`src/inc/dsc_alu_defs.svh`:
```
// constants of the operand select and arithmetic datapath
`ifndef DSC_ALU_DEFS_SVH
`define DSC_ALU_DEFS_SVH
`define NUM_WREGS    16
`define ADDR_W_LAST  5'h0f
`define ADDR_STATUS  5'h10
`define ADDR_ACCA_L  5'h11
`define ADDR_ACCA_H  5'h12
`define ADDR_ACCA_U  5'h13
`define ADDR_ACCB_L  5'h14
`define ADDR_ACCB_H  5'h15
`define ADDR_ACCB_U  5'h16
`define DEFAULT_REG  4'h0
`define REM_REG      4'h1
`define MAC_LO       4'h4
`define MAC_HI       4'h7
`define XP_MAIN      4'h8
`define XP_ALT       4'h9
`define YP_MAIN      4'ha
`define YP_ALT       4'hb
`define PF_OFFSET    4'hc
`define LIT_BYTE_MAX 10'h0ff
`define LIT_WORD_MAX 10'h3ff
`define ACC_POS_MAX  40'h7f_ffff_ffff
`define ACC_NEG_MAX  40'h80_0000_0000
`define STATE_RST    '0
`endif

```
`src/inc/dsc_alu_pkg.sv`:
```
// types of the operand select and arithmetic datapath
package dsc_alu_pkg;
  typedef enum logic [3:0] {
    OP_NOP = 4'h0, OP_ADD = 4'h1, OP_ADD_WITH_CARRY = 4'h2, OP_AND = 4'h3,
    OP_ASR = 4'h4, OP_ACC_ADD = 4'h5, OP_MPY = 4'h6, OP_SQR = 4'h7,
    OP_DIV = 4'h8
  } op_type;
  typedef enum logic [2:0] {
    FM_FILE = 3'h0, FM_FILE_DEF = 3'h1, FM_MEDIUM_LITERAL = 3'h2,
    FM_REG3 = 3'h3, FM_SHORT_LITERAL = 3'h4, FM_SH_REG = 3'h5, FM_SH_LIT = 3'h6
  } form_type;
  typedef enum logic [3:0] {
    PF_NONE = 4'h0, PF_PLAIN = 4'h1, PF_INC2 = 4'h2, PF_INC4 = 4'h3,
    PF_INC6 = 4'h4, PF_DEC2 = 4'h5, PF_DEC4 = 4'h6, PF_DEC6 = 4'h7,
    PF_INDEX = 4'h8
  } pf_type;
  typedef struct packed {
    logic        valid;
    op_type      op;
    form_type    form;
    logic        byte_mode;
    logic [3:0]  src;
    logic [3:0]  base;
    logic [3:0]  dst;
    logic [9:0]  lit;
    logic        acc_b;
    logic [15:0] file_rdata;
    pf_type      x_mode;
    logic        x_alt;
    logic [1:0]  x_dst;
    logic [15:0] x_rdata;
    pf_type      y_mode;
    logic        y_alt;
    logic [1:0]  y_dst;
    logic [15:0] y_rdata;
  } cmd_type;
  typedef struct packed {
    logic sb, sa, ob, oa, z, ov, n, dc, c;
  } flags_type;
  typedef struct packed {
    logic        ok;
    logic        re;
    logic        alt;
    logic [15:0] addr;
    logic [15:0] ptr;
  } pf_res_type;
  typedef struct packed {
    logic [15:0][15:0] w;
    logic [39:0]       acc_a;
    logic [39:0]       acc_b;
    flags_type         fl;
    logic [15:0]       rdata;
    logic [15:0]       file_wdata;
    logic              file_we;
    logic [15:0]       x_addr;
    logic              x_re;
    logic [15:0]       y_addr;
    logic              y_re;
    logic              err;
  } state_type;
endpackage

```
`src/rtl/dsc_alu.sv`:
```
// operand select, register file and arithmetic datapath of the core
`timescale 1ns/1ns
`include "dsc_alu_defs.svh"
module dsc_alu
  import dsc_alu_pkg::*;
#(
  parameter int NUM_REGS = 16
) (
  input  wire logic        I_CLOCK,
  input  wire logic        I_RSTN,
  input  wire cmd_type     I_CMD,
  input  wire logic [4:0]  I_ADDR,
  input  wire logic [15:0] I_WDATA,
  input  wire logic        I_WR,
  input  wire logic        I_RD,
  output logic      [15:0] O_RDATA,
  output logic      [15:0] O_FILE_WDATA,
  output logic             O_FILE_WE,
  output logic      [15:0] O_X_ADDR,
  output logic             O_X_RE,
  output logic      [15:0] O_Y_ADDR,
  output logic             O_Y_RE,
  output flags_type        O_FLAGS,
  output logic             O_ERROR
);

  if (NUM_REGS != `NUM_WREGS) begin : g_chk
    $error("only a sixteen entry register file is supported");
  end

  state_type st_reg;
  state_type st_next;

  function automatic logic is_mac(input logic [3:0] idx);
    is_mac = (idx >= `MAC_LO) && (idx <= `MAC_HI);
  endfunction

  // returns {carry, half carry, range exceed, sum}
  function automatic logic [18:0] add16(input logic [15:0] a,
                                        input logic [15:0] b,
                                        input logic        ci);
    logic [16:0] s;
    logic [4:0]  h;
    s = {1'b0, a} + {1'b0, b} + {16'h0000, ci};
    h = {1'b0, a[3:0]} + {1'b0, b[3:0]} + {4'h0, ci};
    add16 = {s[16], h[4], (a[15] == b[15]) && (s[15] != a[15]),
             s[15:0]};
  endfunction

  // one prefetch channel: pointer pick, address, post adjust
  function automatic pf_res_type prefetch(input pf_type      m,
                                          input logic        alt,
                                          input logic [15:0] pa,
                                          input logic [15:0] pb,
                                          input logic [15:0] ofs);
    pf_res_type r;
    logic [15:0] p;
    p = alt ? pb : pa;
    r = '{ok: 1'b1, re: (m != PF_NONE), alt: alt, addr: p, ptr: p};
    unique case (m)
      PF_NONE, PF_PLAIN: r.ptr = p;
      PF_INC2: r.ptr = p + 16'h0002;
      PF_INC4: r.ptr = p + 16'h0004;
      PF_INC6: r.ptr = p + 16'h0006;
      PF_DEC2: r.ptr = p - 16'h0002;
      PF_DEC4: r.ptr = p - 16'h0004;
      PF_DEC6: r.ptr = p - 16'h0006;
      PF_INDEX: begin
        // indexed fetch only through the alternate pointer
        r.ok   = alt;
        r.addr = p + ofs;
      end
      default: r.ok = 1'b0;
    endcase
    prefetch = r;
  endfunction

  always_comb begin
    state_type   keep;
    logic [15:0] a;
    logic [15:0] b;
    logic [15:0] res;
    logic [18:0] s;
    logic        ok;
    logic        to_file;
    logic [3:0]  di;
    logic [39:0] av;
    logic [39:0] acc;
    logic [40:0] wide;
    logic [3:0]  mag;
    logic [31:0] prod;
    logic        rng;
    logic        sat;
    pf_res_type  px;
    pf_res_type  py;
    keep = st_reg;
    keep.file_we = 1'b0;
    keep.x_re = 1'b0;
    keep.y_re = 1'b0;
    keep.err = 1'b0;
    keep.rdata = 16'h0000;
    st_next = keep;
    a = 16'h0000;
    b = 16'h0000;
    res = 16'h0000;
    s = 19'h00000;
    ok = 1'b1;
    to_file = 1'b0;
    di = I_CMD.dst;
    av = 40'h00_0000_0000;
    acc = I_CMD.acc_b ? st_reg.acc_b : st_reg.acc_a;
    wide = 41'h000_0000_0000;
    mag = 4'h0;
    prod = 32'h0000_0000;
    rng = 1'b0;
    sat = 1'b0;
    px = prefetch(I_CMD.x_mode, I_CMD.x_alt, st_reg.w[`XP_MAIN],
                  st_reg.w[`XP_ALT], st_reg.w[`PF_OFFSET]);
    py = prefetch(I_CMD.y_mode, I_CMD.y_alt, st_reg.w[`YP_MAIN],
                  st_reg.w[`YP_ALT], st_reg.w[`PF_OFFSET]);
    // operand selection shared by add, carry add, and, shift
    unique case (I_CMD.form)
      FM_FILE: begin
        a = I_CMD.file_rdata;
        b = st_reg.w[`DEFAULT_REG];
        to_file = 1'b1;
      end
      FM_FILE_DEF: begin
        a = I_CMD.file_rdata;
        b = st_reg.w[`DEFAULT_REG];
        di = `DEFAULT_REG;
      end
      FM_MEDIUM_LITERAL: begin
        a = st_reg.w[I_CMD.dst];
        b = {6'h00, I_CMD.lit};
        ok = I_CMD.lit <= (I_CMD.byte_mode ? `LIT_BYTE_MAX
                                           : `LIT_WORD_MAX);
      end
      FM_REG3: begin
        a = st_reg.w[I_CMD.base];
        b = st_reg.w[I_CMD.src];
      end
      FM_SHORT_LITERAL, FM_SH_LIT: begin
        a = st_reg.w[I_CMD.base];
        b = {11'h000, I_CMD.lit[4:0]};
      end
      FM_SH_REG: begin
        a = st_reg.w[I_CMD.base];
        b = st_reg.w[I_CMD.src];
      end
      default: ok = 1'b0;
    endcase
    if (I_CMD.valid) begin
      unique case (I_CMD.op)
        OP_NOP: ok = 1'b1;
        OP_ADD, OP_ADD_WITH_CARRY: begin
          // carry enters only the carry add
          s = add16(a, b, (I_CMD.op == OP_ADD_WITH_CARRY) && st_reg.fl.c);
          res = s[15:0];
          st_next.fl.c = s[18];
          st_next.fl.dc = s[17];
          st_next.fl.ov = s[16];
          st_next.fl.n = res[15];
          // carry add zero is sticky so chained adds test whole width
          st_next.fl.z = (I_CMD.op == OP_ADD_WITH_CARRY) ?
                         (st_reg.fl.z && (res == 16'h0000)) :
                         (res == 16'h0000);
          ok = ok && (I_CMD.form <= FM_SHORT_LITERAL);
        end
        OP_AND: begin
          res = a & b;
          st_next.fl.n = res[15];
          st_next.fl.z = (res == 16'h0000);
          ok = ok && (I_CMD.form <= FM_SHORT_LITERAL);
        end
        OP_ASR: begin
          if (I_CMD.form >= FM_SH_REG) begin
            // count wider than 15 still fills with the sign
            res = 16'($signed(a) >>> b[4:0]);
          end else begin
            if (I_CMD.form == FM_REG3) begin
              a = st_reg.w[I_CMD.src];
            end
            res = {a[15], a[15:1]};
            st_next.fl.c = a[0];
            st_next.fl.ov = 1'b0;
          end
          st_next.fl.n = res[15];
          st_next.fl.z = (res == 16'h0000);
          ok = ok && (I_CMD.form != FM_MEDIUM_LITERAL) && (I_CMD.form != FM_SHORT_LITERAL);
        end
        OP_ACC_ADD: begin
          av = {{8{st_reg.w[I_CMD.src][15]}}, st_reg.w[I_CMD.src],
                16'h0000};
          mag = 4'(-I_CMD.lit[3:0]);
          av = I_CMD.lit[3] ? (av << mag)
                            : 40'($signed(av) >>> I_CMD.lit[3:0]);
          wide = {acc[39], acc} + {av[39], av};
          sat = wide[40] != wide[39];
          acc = sat ? (wide[40] ? `ACC_NEG_MAX : `ACC_POS_MAX)
                    : wide[39:0];
          rng = !((&acc[39:31]) || !(|acc[39:31]));
          if (I_CMD.acc_b) begin
            st_next.acc_b = acc;
            st_next.fl.ob = rng;
            st_next.fl.sb = st_reg.fl.sb || sat;
          end else begin
            st_next.acc_a = acc;
            st_next.fl.oa = rng;
            st_next.fl.sa = st_reg.fl.sa || sat;
          end
        end
        OP_MPY, OP_SQR: begin
          if (I_CMD.op == OP_SQR) begin
            ok = is_mac(I_CMD.src);
            a = st_reg.w[I_CMD.src];
            b = a;
          end else begin
            ok = is_mac(I_CMD.base) && is_mac(I_CMD.src) &&
                 (I_CMD.base < I_CMD.src);
            a = st_reg.w[I_CMD.base];
            b = st_reg.w[I_CMD.src];
          end
          prod = 32'($signed(a) * $signed(b));
          acc = {{8{prod[31]}}, prod};
          if (I_CMD.acc_b) begin
            st_next.acc_b = acc;
          end else begin
            st_next.acc_a = acc;
          end
          ok = ok && px.ok && py.ok;
          if (px.re) begin
            st_next.w[px.alt ? `XP_ALT : `XP_MAIN] = px.ptr;
            st_next.w[{2'b01, I_CMD.x_dst}] = I_CMD.x_rdata;
          end
          if (py.re) begin
            st_next.w[py.alt ? `YP_ALT : `YP_MAIN] = py.ptr;
            st_next.w[{2'b01, I_CMD.y_dst}] = I_CMD.y_rdata;
          end
          st_next.x_re = px.re;
          st_next.x_addr = px.re ? px.addr : st_reg.x_addr;
          st_next.y_re = py.re;
          st_next.y_addr = py.re ? py.addr : st_reg.y_addr;
        end
        OP_DIV: begin
          // register numbers only, so no pointer mode can reach here
          a = st_reg.w[I_CMD.base];
          b = st_reg.w[I_CMD.src];
          ok = (b != 16'h0000);
          if (ok) begin
            st_next.w[`DEFAULT_REG] = 16'($signed(a) / $signed(b));
            st_next.w[`REM_REG] = 16'($signed(a) % $signed(b));
          end
        end
        default: ok = 1'b0;
      endcase
      if (I_CMD.op <= OP_ASR && I_CMD.op != OP_NOP) begin
        if (to_file) begin
          st_next.file_we = 1'b1;
          st_next.file_wdata = res;
        end else begin
          st_next.w[di] = res;
        end
      end
      if (!ok) begin
        // an illegal operand set leaves every register untouched
        st_next = keep;
        st_next.err = 1'b1;
      end
    end
    // software access comes after the datapath and wins a clash
    if (I_WR) begin
      if (I_ADDR <= `ADDR_W_LAST) begin
        st_next.w[I_ADDR[3:0]] = I_WDATA;
      end else if (I_ADDR == `ADDR_STATUS) begin
        st_next.fl = I_WDATA[8:0];
      end
    end
    if (I_RD) begin
      unique case (I_ADDR)
        `ADDR_STATUS: st_next.rdata = {7'h00, st_reg.fl};
        `ADDR_ACCA_L: st_next.rdata = st_reg.acc_a[15:0];
        `ADDR_ACCA_H: st_next.rdata = st_reg.acc_a[31:16];
        `ADDR_ACCA_U: st_next.rdata = {8'h00, st_reg.acc_a[39:32]};
        `ADDR_ACCB_L: st_next.rdata = st_reg.acc_b[15:0];
        `ADDR_ACCB_H: st_next.rdata = st_reg.acc_b[31:16];
        `ADDR_ACCB_U: st_next.rdata = {8'h00, st_reg.acc_b[39:32]};
        default: begin
          st_next.rdata = (I_ADDR <= `ADDR_W_LAST) ?
                          st_reg.w[I_ADDR[3:0]] : 16'h0000;
        end
      endcase
    end
  end

  always_ff @(posedge I_CLOCK or negedge I_RSTN) begin
    if (!I_RSTN) begin
      st_reg <= `STATE_RST;
    end else begin
      st_reg <= st_next;
    end
  end

  assign O_RDATA      = st_reg.rdata;
  assign O_FILE_WDATA = st_reg.file_wdata;
  assign O_FILE_WE    = st_reg.file_we;
  assign O_X_ADDR     = st_reg.x_addr;
  assign O_X_RE       = st_reg.x_re;
  assign O_Y_ADDR     = st_reg.y_addr;
  assign O_Y_RE       = st_reg.y_re;
  assign O_FLAGS      = st_reg.fl;
  assign O_ERROR      = st_reg.err;
endmodule

```
`config.mk`:
```
export PLATFORM = sky130hd
export DESIGN_NAME = dsc_alu
export DESIGN_NICKNAME = d
export VERILOG_FILES = /design/src/inc/dsc_alu_pkg.sv /design/src/rtl/dsc_alu.sv
export VERILOG_INCLUDE_DIRS = /design/src /design/src/inc
export SDC_FILE = /design/constraint.sdc
export NUM_CORES = 2
export LEC_CHECK = 0
export BUFFER_PORTS_ARGS = -buffer_cell sky130_fd_sc_hd__buf_2
export CORE_ASPECT_RATIO = 2
export CORE_MARGIN = 2
export CORE_UTILIZATION = 60
export CTS_BUF_LIST = sky130_fd_sc_hd__clkbuf_4
export CTS_CLUSTER_DIAMETER = 50
export CTS_CLUSTER_SIZE = 10
export DETAILED_ROUTE_END_ITERATION = 12
export PLACE_DENSITY = 0.82
export SLEW_MARGIN = 20
export SYNTH_ARGS = -nofsm -noshare
export SYNTH_HDL_FRONTEND = slang
export SYNTH_SLANG_ARGS = --single-unit
```
`constraint.sdc`:
```
create_clock -name I_CLOCK -period 40.8 [get_ports I_CLOCK]
set_input_delay 4.08 -clock I_CLOCK [delete_from_list [all_inputs] [get_ports I_CLOCK]]
set_output_delay 4.08 -clock I_CLOCK [all_outputs]
set_load 0.03 [all_outputs]
```
==> results.ini, run 1 <==
[status]
status = did not finish
haltStage = global routing (5_1_grt)
first-error = [ERROR GRT-0116] Global routing finished with congestion. Check the congestion regions in the DRC Viewer.

[yosys]
yosysSeqAreaShare_pct = 17.3
ys_ff_latch = 413
yosysWarnings = 0
ys_types = 107
syn_area_per_cell_sq_um = 8.11
syn_area_sq_mm = 0.0598
syn_inst = 7376
synth_edf_count = 0
synth_flop_cell = dfrtp_1
synthArstFlopShare_pct = 100

[clock_tree]
cts_buffers = 49
cts_setup_buffers = 0
cts.root.buffer_cell = clkbuf_4
clock_sinks = 413
cts.path.max_buffers = 3
postCtsResizedCells = 0
cts.htree.levels = 2
ctsHoldBuffers = 0

[grt]
grt.total_usage_pct = 77.5
grt_remaining_overflow = 485
grt_max_degree = 97
grt_pass1_vias = 74800
grt_pass1_wl_mm = 587

[placed_design]
dp_hpwl_mm = 243
io_buffers = 195
gp_congestion = 1.24

[die]
ios = 196
initial_core_util_pct = 60.6
fp.dieH_microns = 451
rows = 163
die_w_microns = 227

## cell usage after synthesis (all sizes together), types with 27 or more instances
cell type | instances | area, sq um
a21oi | 466 | 2330
and3 | 27 | 169
o21a | 70 | 526
dfrtp | 413 | 10300
mux2 | 123 | 1390
or3 | 27 | 169
a31oi | 74 | 469
o21ai | 734 | 3690
and2 | 39 | 244
a22oi | 87 | 653
a21o | 64 | 480
o31ai | 29 | 223
inv | 456 | 1710
mux2i | 195 | 1950
o21bai | 57 | 428
o211ai | 83 | 623
nand2 | 1046 | 3930
or2 | 33 | 206
o22ai | 209 | 1310
a211oi | 58 | 460
ha | 364 | 4550
nor3 | 112 | 587
nor2 | 621 | 2340
xnor2 | 206 | 1830
nand2b | 74 | 463
nand3 | 115 | 576
clkbuf | 371 | 1390
nor2b | 58 | 365
mux4 | 268 | 6040
buf | 198 | 1190
a221oi | 37 | 359
fa | 272 | 5450
xor2 | 74 | 648
## layer usage
metal  GRT overflow  track usage (%)
met5              0             22.8
met4            218             79.6
met3              5             63.4
met2            259             93.9
met1              3             76.1
## kinds of logic after synthesis
kind of cell               Yosys count  share of synthesized area [%]
muxes                              586                           15.7
AOI/OAI and AO/OA                 2180                           22.5
adders and majority gates          648                           16.9
buffers and inverters             1027                           7.19
and+or+nand+nor                   2241                           16.3
xor gates and xnor gates           280                           4.14
DFF                                413                           17.3
other                                1                        0.00627
## through the flow
stage                     area (sq um)  util [%]  hold WS [ps]  worst slack, ps  cells
after floorplan                  59900         -           451             1020   7384
after global placement           62700      63.5           461              979   8648
after detailed placement         62700      63.5           471              367   8648
after CTS                        63300      64.1           501             1080   8708
==> inputs of run 2 (changes only) <==
--- a/config.mk
+++ b/config.mk
@@ -7,14 +7,10 @@
 export NUM_CORES = 2
 export LEC_CHECK = 0
 export BUFFER_PORTS_ARGS = -buffer_cell sky130_fd_sc_hd__buf_2
-export CORE_ASPECT_RATIO = 2
 export CORE_MARGIN = 2
-export CORE_UTILIZATION = 60
-export CTS_BUF_LIST = sky130_fd_sc_hd__clkbuf_4
-export CTS_CLUSTER_DIAMETER = 50
-export CTS_CLUSTER_SIZE = 10
+export CORE_UTILIZATION = 40
 export DETAILED_ROUTE_END_ITERATION = 12
-export PLACE_DENSITY = 0.82
+export PLACE_DENSITY_LB_ADDON = 0.15
 export SLEW_MARGIN = 20
 export SYNTH_ARGS = -nofsm -noshare
 export SYNTH_HDL_FRONTEND = slang
==> run 2 against run 1 <==
  * The run now ends clean
  * Synthesized cell count unchanged
  * Area after synthesis unchanged
==> results.ini, run 2 <==
[worst_setup_path]
required_ps = 41360
end_kind = flip-flop
crit_fanout = 32
crit_top_cell = ha_1
cp-startpoint = I_CMD[79]
arrival_ps = 39170
start_kind = input port
slowest_delay_ps = 730
cp_slowest_cell = nor4b_1
reg2reg_from = st_reg[273]
critPathKind = in2reg

[die]
die_w_microns = 391  ; was 227 microns
rows = 141  ; was 163
ios = 196  ; unchanged
fp.dieH_microns = 391  ; was 451 microns
initial_core_util_pct = 40.4  ; was 60.6%
die-area_sq_mm = 0.153
core_sq_mm = 0.148

[sta]
clock_skew_ps = 73.3
setup_viol = 0
worst_slew_pin_slew_ps = 1190
post-route-min-period_ps = 38620
max_freq_ghz = 0.0259
hold_slack_ps = 479
hold_viol = 0
maxSlewViolCount = 0
finalCritPeriodShare_pct = 94.6
slew_headroom_pct = 20.7

[finish]
layout.cells.most_common = nand2_1
drive_above_1_share_pct = 16.0
synthToLayoutAreaGrowth_pct = 9.72
fill_cells = 14900
layout_common_cells = nand2_1, o21ai_0, nor2_1, a21oi_1, inv_1
largest_reg_flops = 336
fin_nets = 8127
layoutNonFillerInstCount = 9354

[route]
wire_per_inst_microns = 31.7
vias_per_cell = 6.55
drtPass1Iterations = 6
drt_iter0_markers = 8053
drc_errors = 0
num_vias = 61300
wl_mm = 297
ant_nets = 0

[yosys]
ys_types = 107  ; unchanged
ys_ff_latch = 413  ; unchanged
synth_top_family_by_area = compound AO/OA/AOI/OAI gates  ; unchanged
synth_flop_cell = dfrtp_1  ; unchanged
netlist_top_cells_count = nand2_1, o21ai_0, nor2_1, a21oi_1, inv_1  ; unchanged
synth_area_leaders = dfrtp_1, mux4_2, fa_1  ; unchanged
synth_area_leader_cell = dfrtp_1  ; unchanged
post-synth-top-count-cell = nand2_1  ; unchanged
syn_area_sq_mm = 0.0598  ; unchanged
synth.area.mux_share_pct = 15.7  ; unchanged
synthArstFlopShare_pct = 100  ; unchanged
yosysWarnings = 0  ; unchanged
synth_edf_count = 0  ; unchanged
synth-simple-area-share_pct = 16.3  ; unchanged
synth_xor_area_share_pct = 4.14  ; unchanged
synth_top_area_share_pct = 17.3  ; unchanged
synth_fa_ha_area_share_pct = 16.9  ; unchanged
syn_area_per_cell_sq_um = 8.11  ; unchanged
yosysSeqAreaShare_pct = 17.3  ; unchanged
synth-compound-area-share_pct = 22.5  ; unchanged
syn_inst = 7376  ; unchanged

[placed_design]
gp_congestion = 1.08  ; was 1.24
io_buffers = 195  ; unchanged
dp.cells = 9231  ; was 8648
dp_hpwl_mm = 224  ; was 243 mm

[clock_tree]
clock_latency_ps = 700
cts.htree.levels = 2  ; unchanged
cts.path.max_buffers = 3  ; unchanged
cts_buffers = 52  ; was 49
cts.root.buffer_cell = clkbuf_16  ; was clkbuf_4
clkTransAtPathRegs_ps = 60
cts_tree = done
clock_sinks = 413  ; unchanged

[grt]
antenna_found_initial = 25
grt_remaining_overflow = 0
grt_max_degree = 101
grt.total_usage_pct = 38.0
grt_pass1_wl_mm = 422
grt_pass1_vias = 58600

[min_path]
hold_class = reg2reg
min-delay-start = O_Y_ADDR[6]

[status]
status = complete, no violations  ; was did not finish

[job]
drv_cap = 0

run 2: cell counts after synthesis:
Identical to the previous run, type by type.
run 2: worst paths after layout:
| path | slack, ps | endpoint | cells past startpoint |
|---|---|---|---|
| worst max-delay path | 2180 | st_reg[171] | 172 |
| worst min-delay path | 480 | O_Y_ADDR[6] | 2 |
| worst max register to register | 5290 | st_reg[171] | 172 |
| worst min register to register | 480 | O_Y_ADDR[6] | 2 |
| max in group asynchronous | 34890 | st_reg[160] | 3 |
| min in group asynchronous | 3410 | O_FILE_WE | 1 |
run 2: timing repair:
action	4_1_cts	5_1_grt
hold endpoints to repair	0	0
cloned	0	1
setup buffers	0	12
resized for setup	4	81
endpoints found under the setup margin	15	32
pin swaps	0	9
hold buffers	0	0
run 2: stage by stage:
step	setup slack, ps	TNS (ps)	util, %	cell area (sq um)
floorplan	1020	0	-	59900
global placement	-75.0	-75.6	42.7	63300
detailed placement	-980	-14010	42.7	63300
CTS	194	0	44.0	65200
global route	-97.6	-360	44.3	65600
finish	2180	0	44.3	65700
run 2: kinds of logic (layout without fill, tap and decap cells):
group,after synthesis,after routing
and+or+nand+nor,2241,2241
AOI/OAI and AO/OA,2180,2181
buffers and inverters,1027,1053
adders and majority gates,648,648
muxes,586,586
DFF,413,413
xor gates and xnor gates,280,280
other,1,22
run 2: worst max-delay path: cells and delay by family:
family          cells  cell delay, ps
buf+inv            11            2080
fa+ha+maj          17            4890
compound gates     87           16690
mux                 6            1790
simple gates       51            9530
run 2: per-layer routing:
metal	share of wire, %	wire length, microns	GRT usage [%]	up-vias
met4	8.4	24900	26.2	30
met2	42	126000	56.6	3926
li1	-	-	-	26400
met1	37	111000	46.8	29900
met3	12	35100	12.0	995
met5	0.063	188	0	-
run 2: cell type report:
cell class	count	area [sq um]	share of cell area (%)
tap	1930	2410	3.68
inverter	458	1730	2.63
clock buffer	69	1460	2.22
antenna	13	32.5	0.0495
sequential	413	10300	15.7
timing repair buffer	502	3380	5.14
clock inverter	24	348	0.530
multi-input combinational	5945	46000	70.0
Power of run 2 is not shown: default switching activity piles up to over one toggle a cycle in this logic, so the estimate is an artifact.
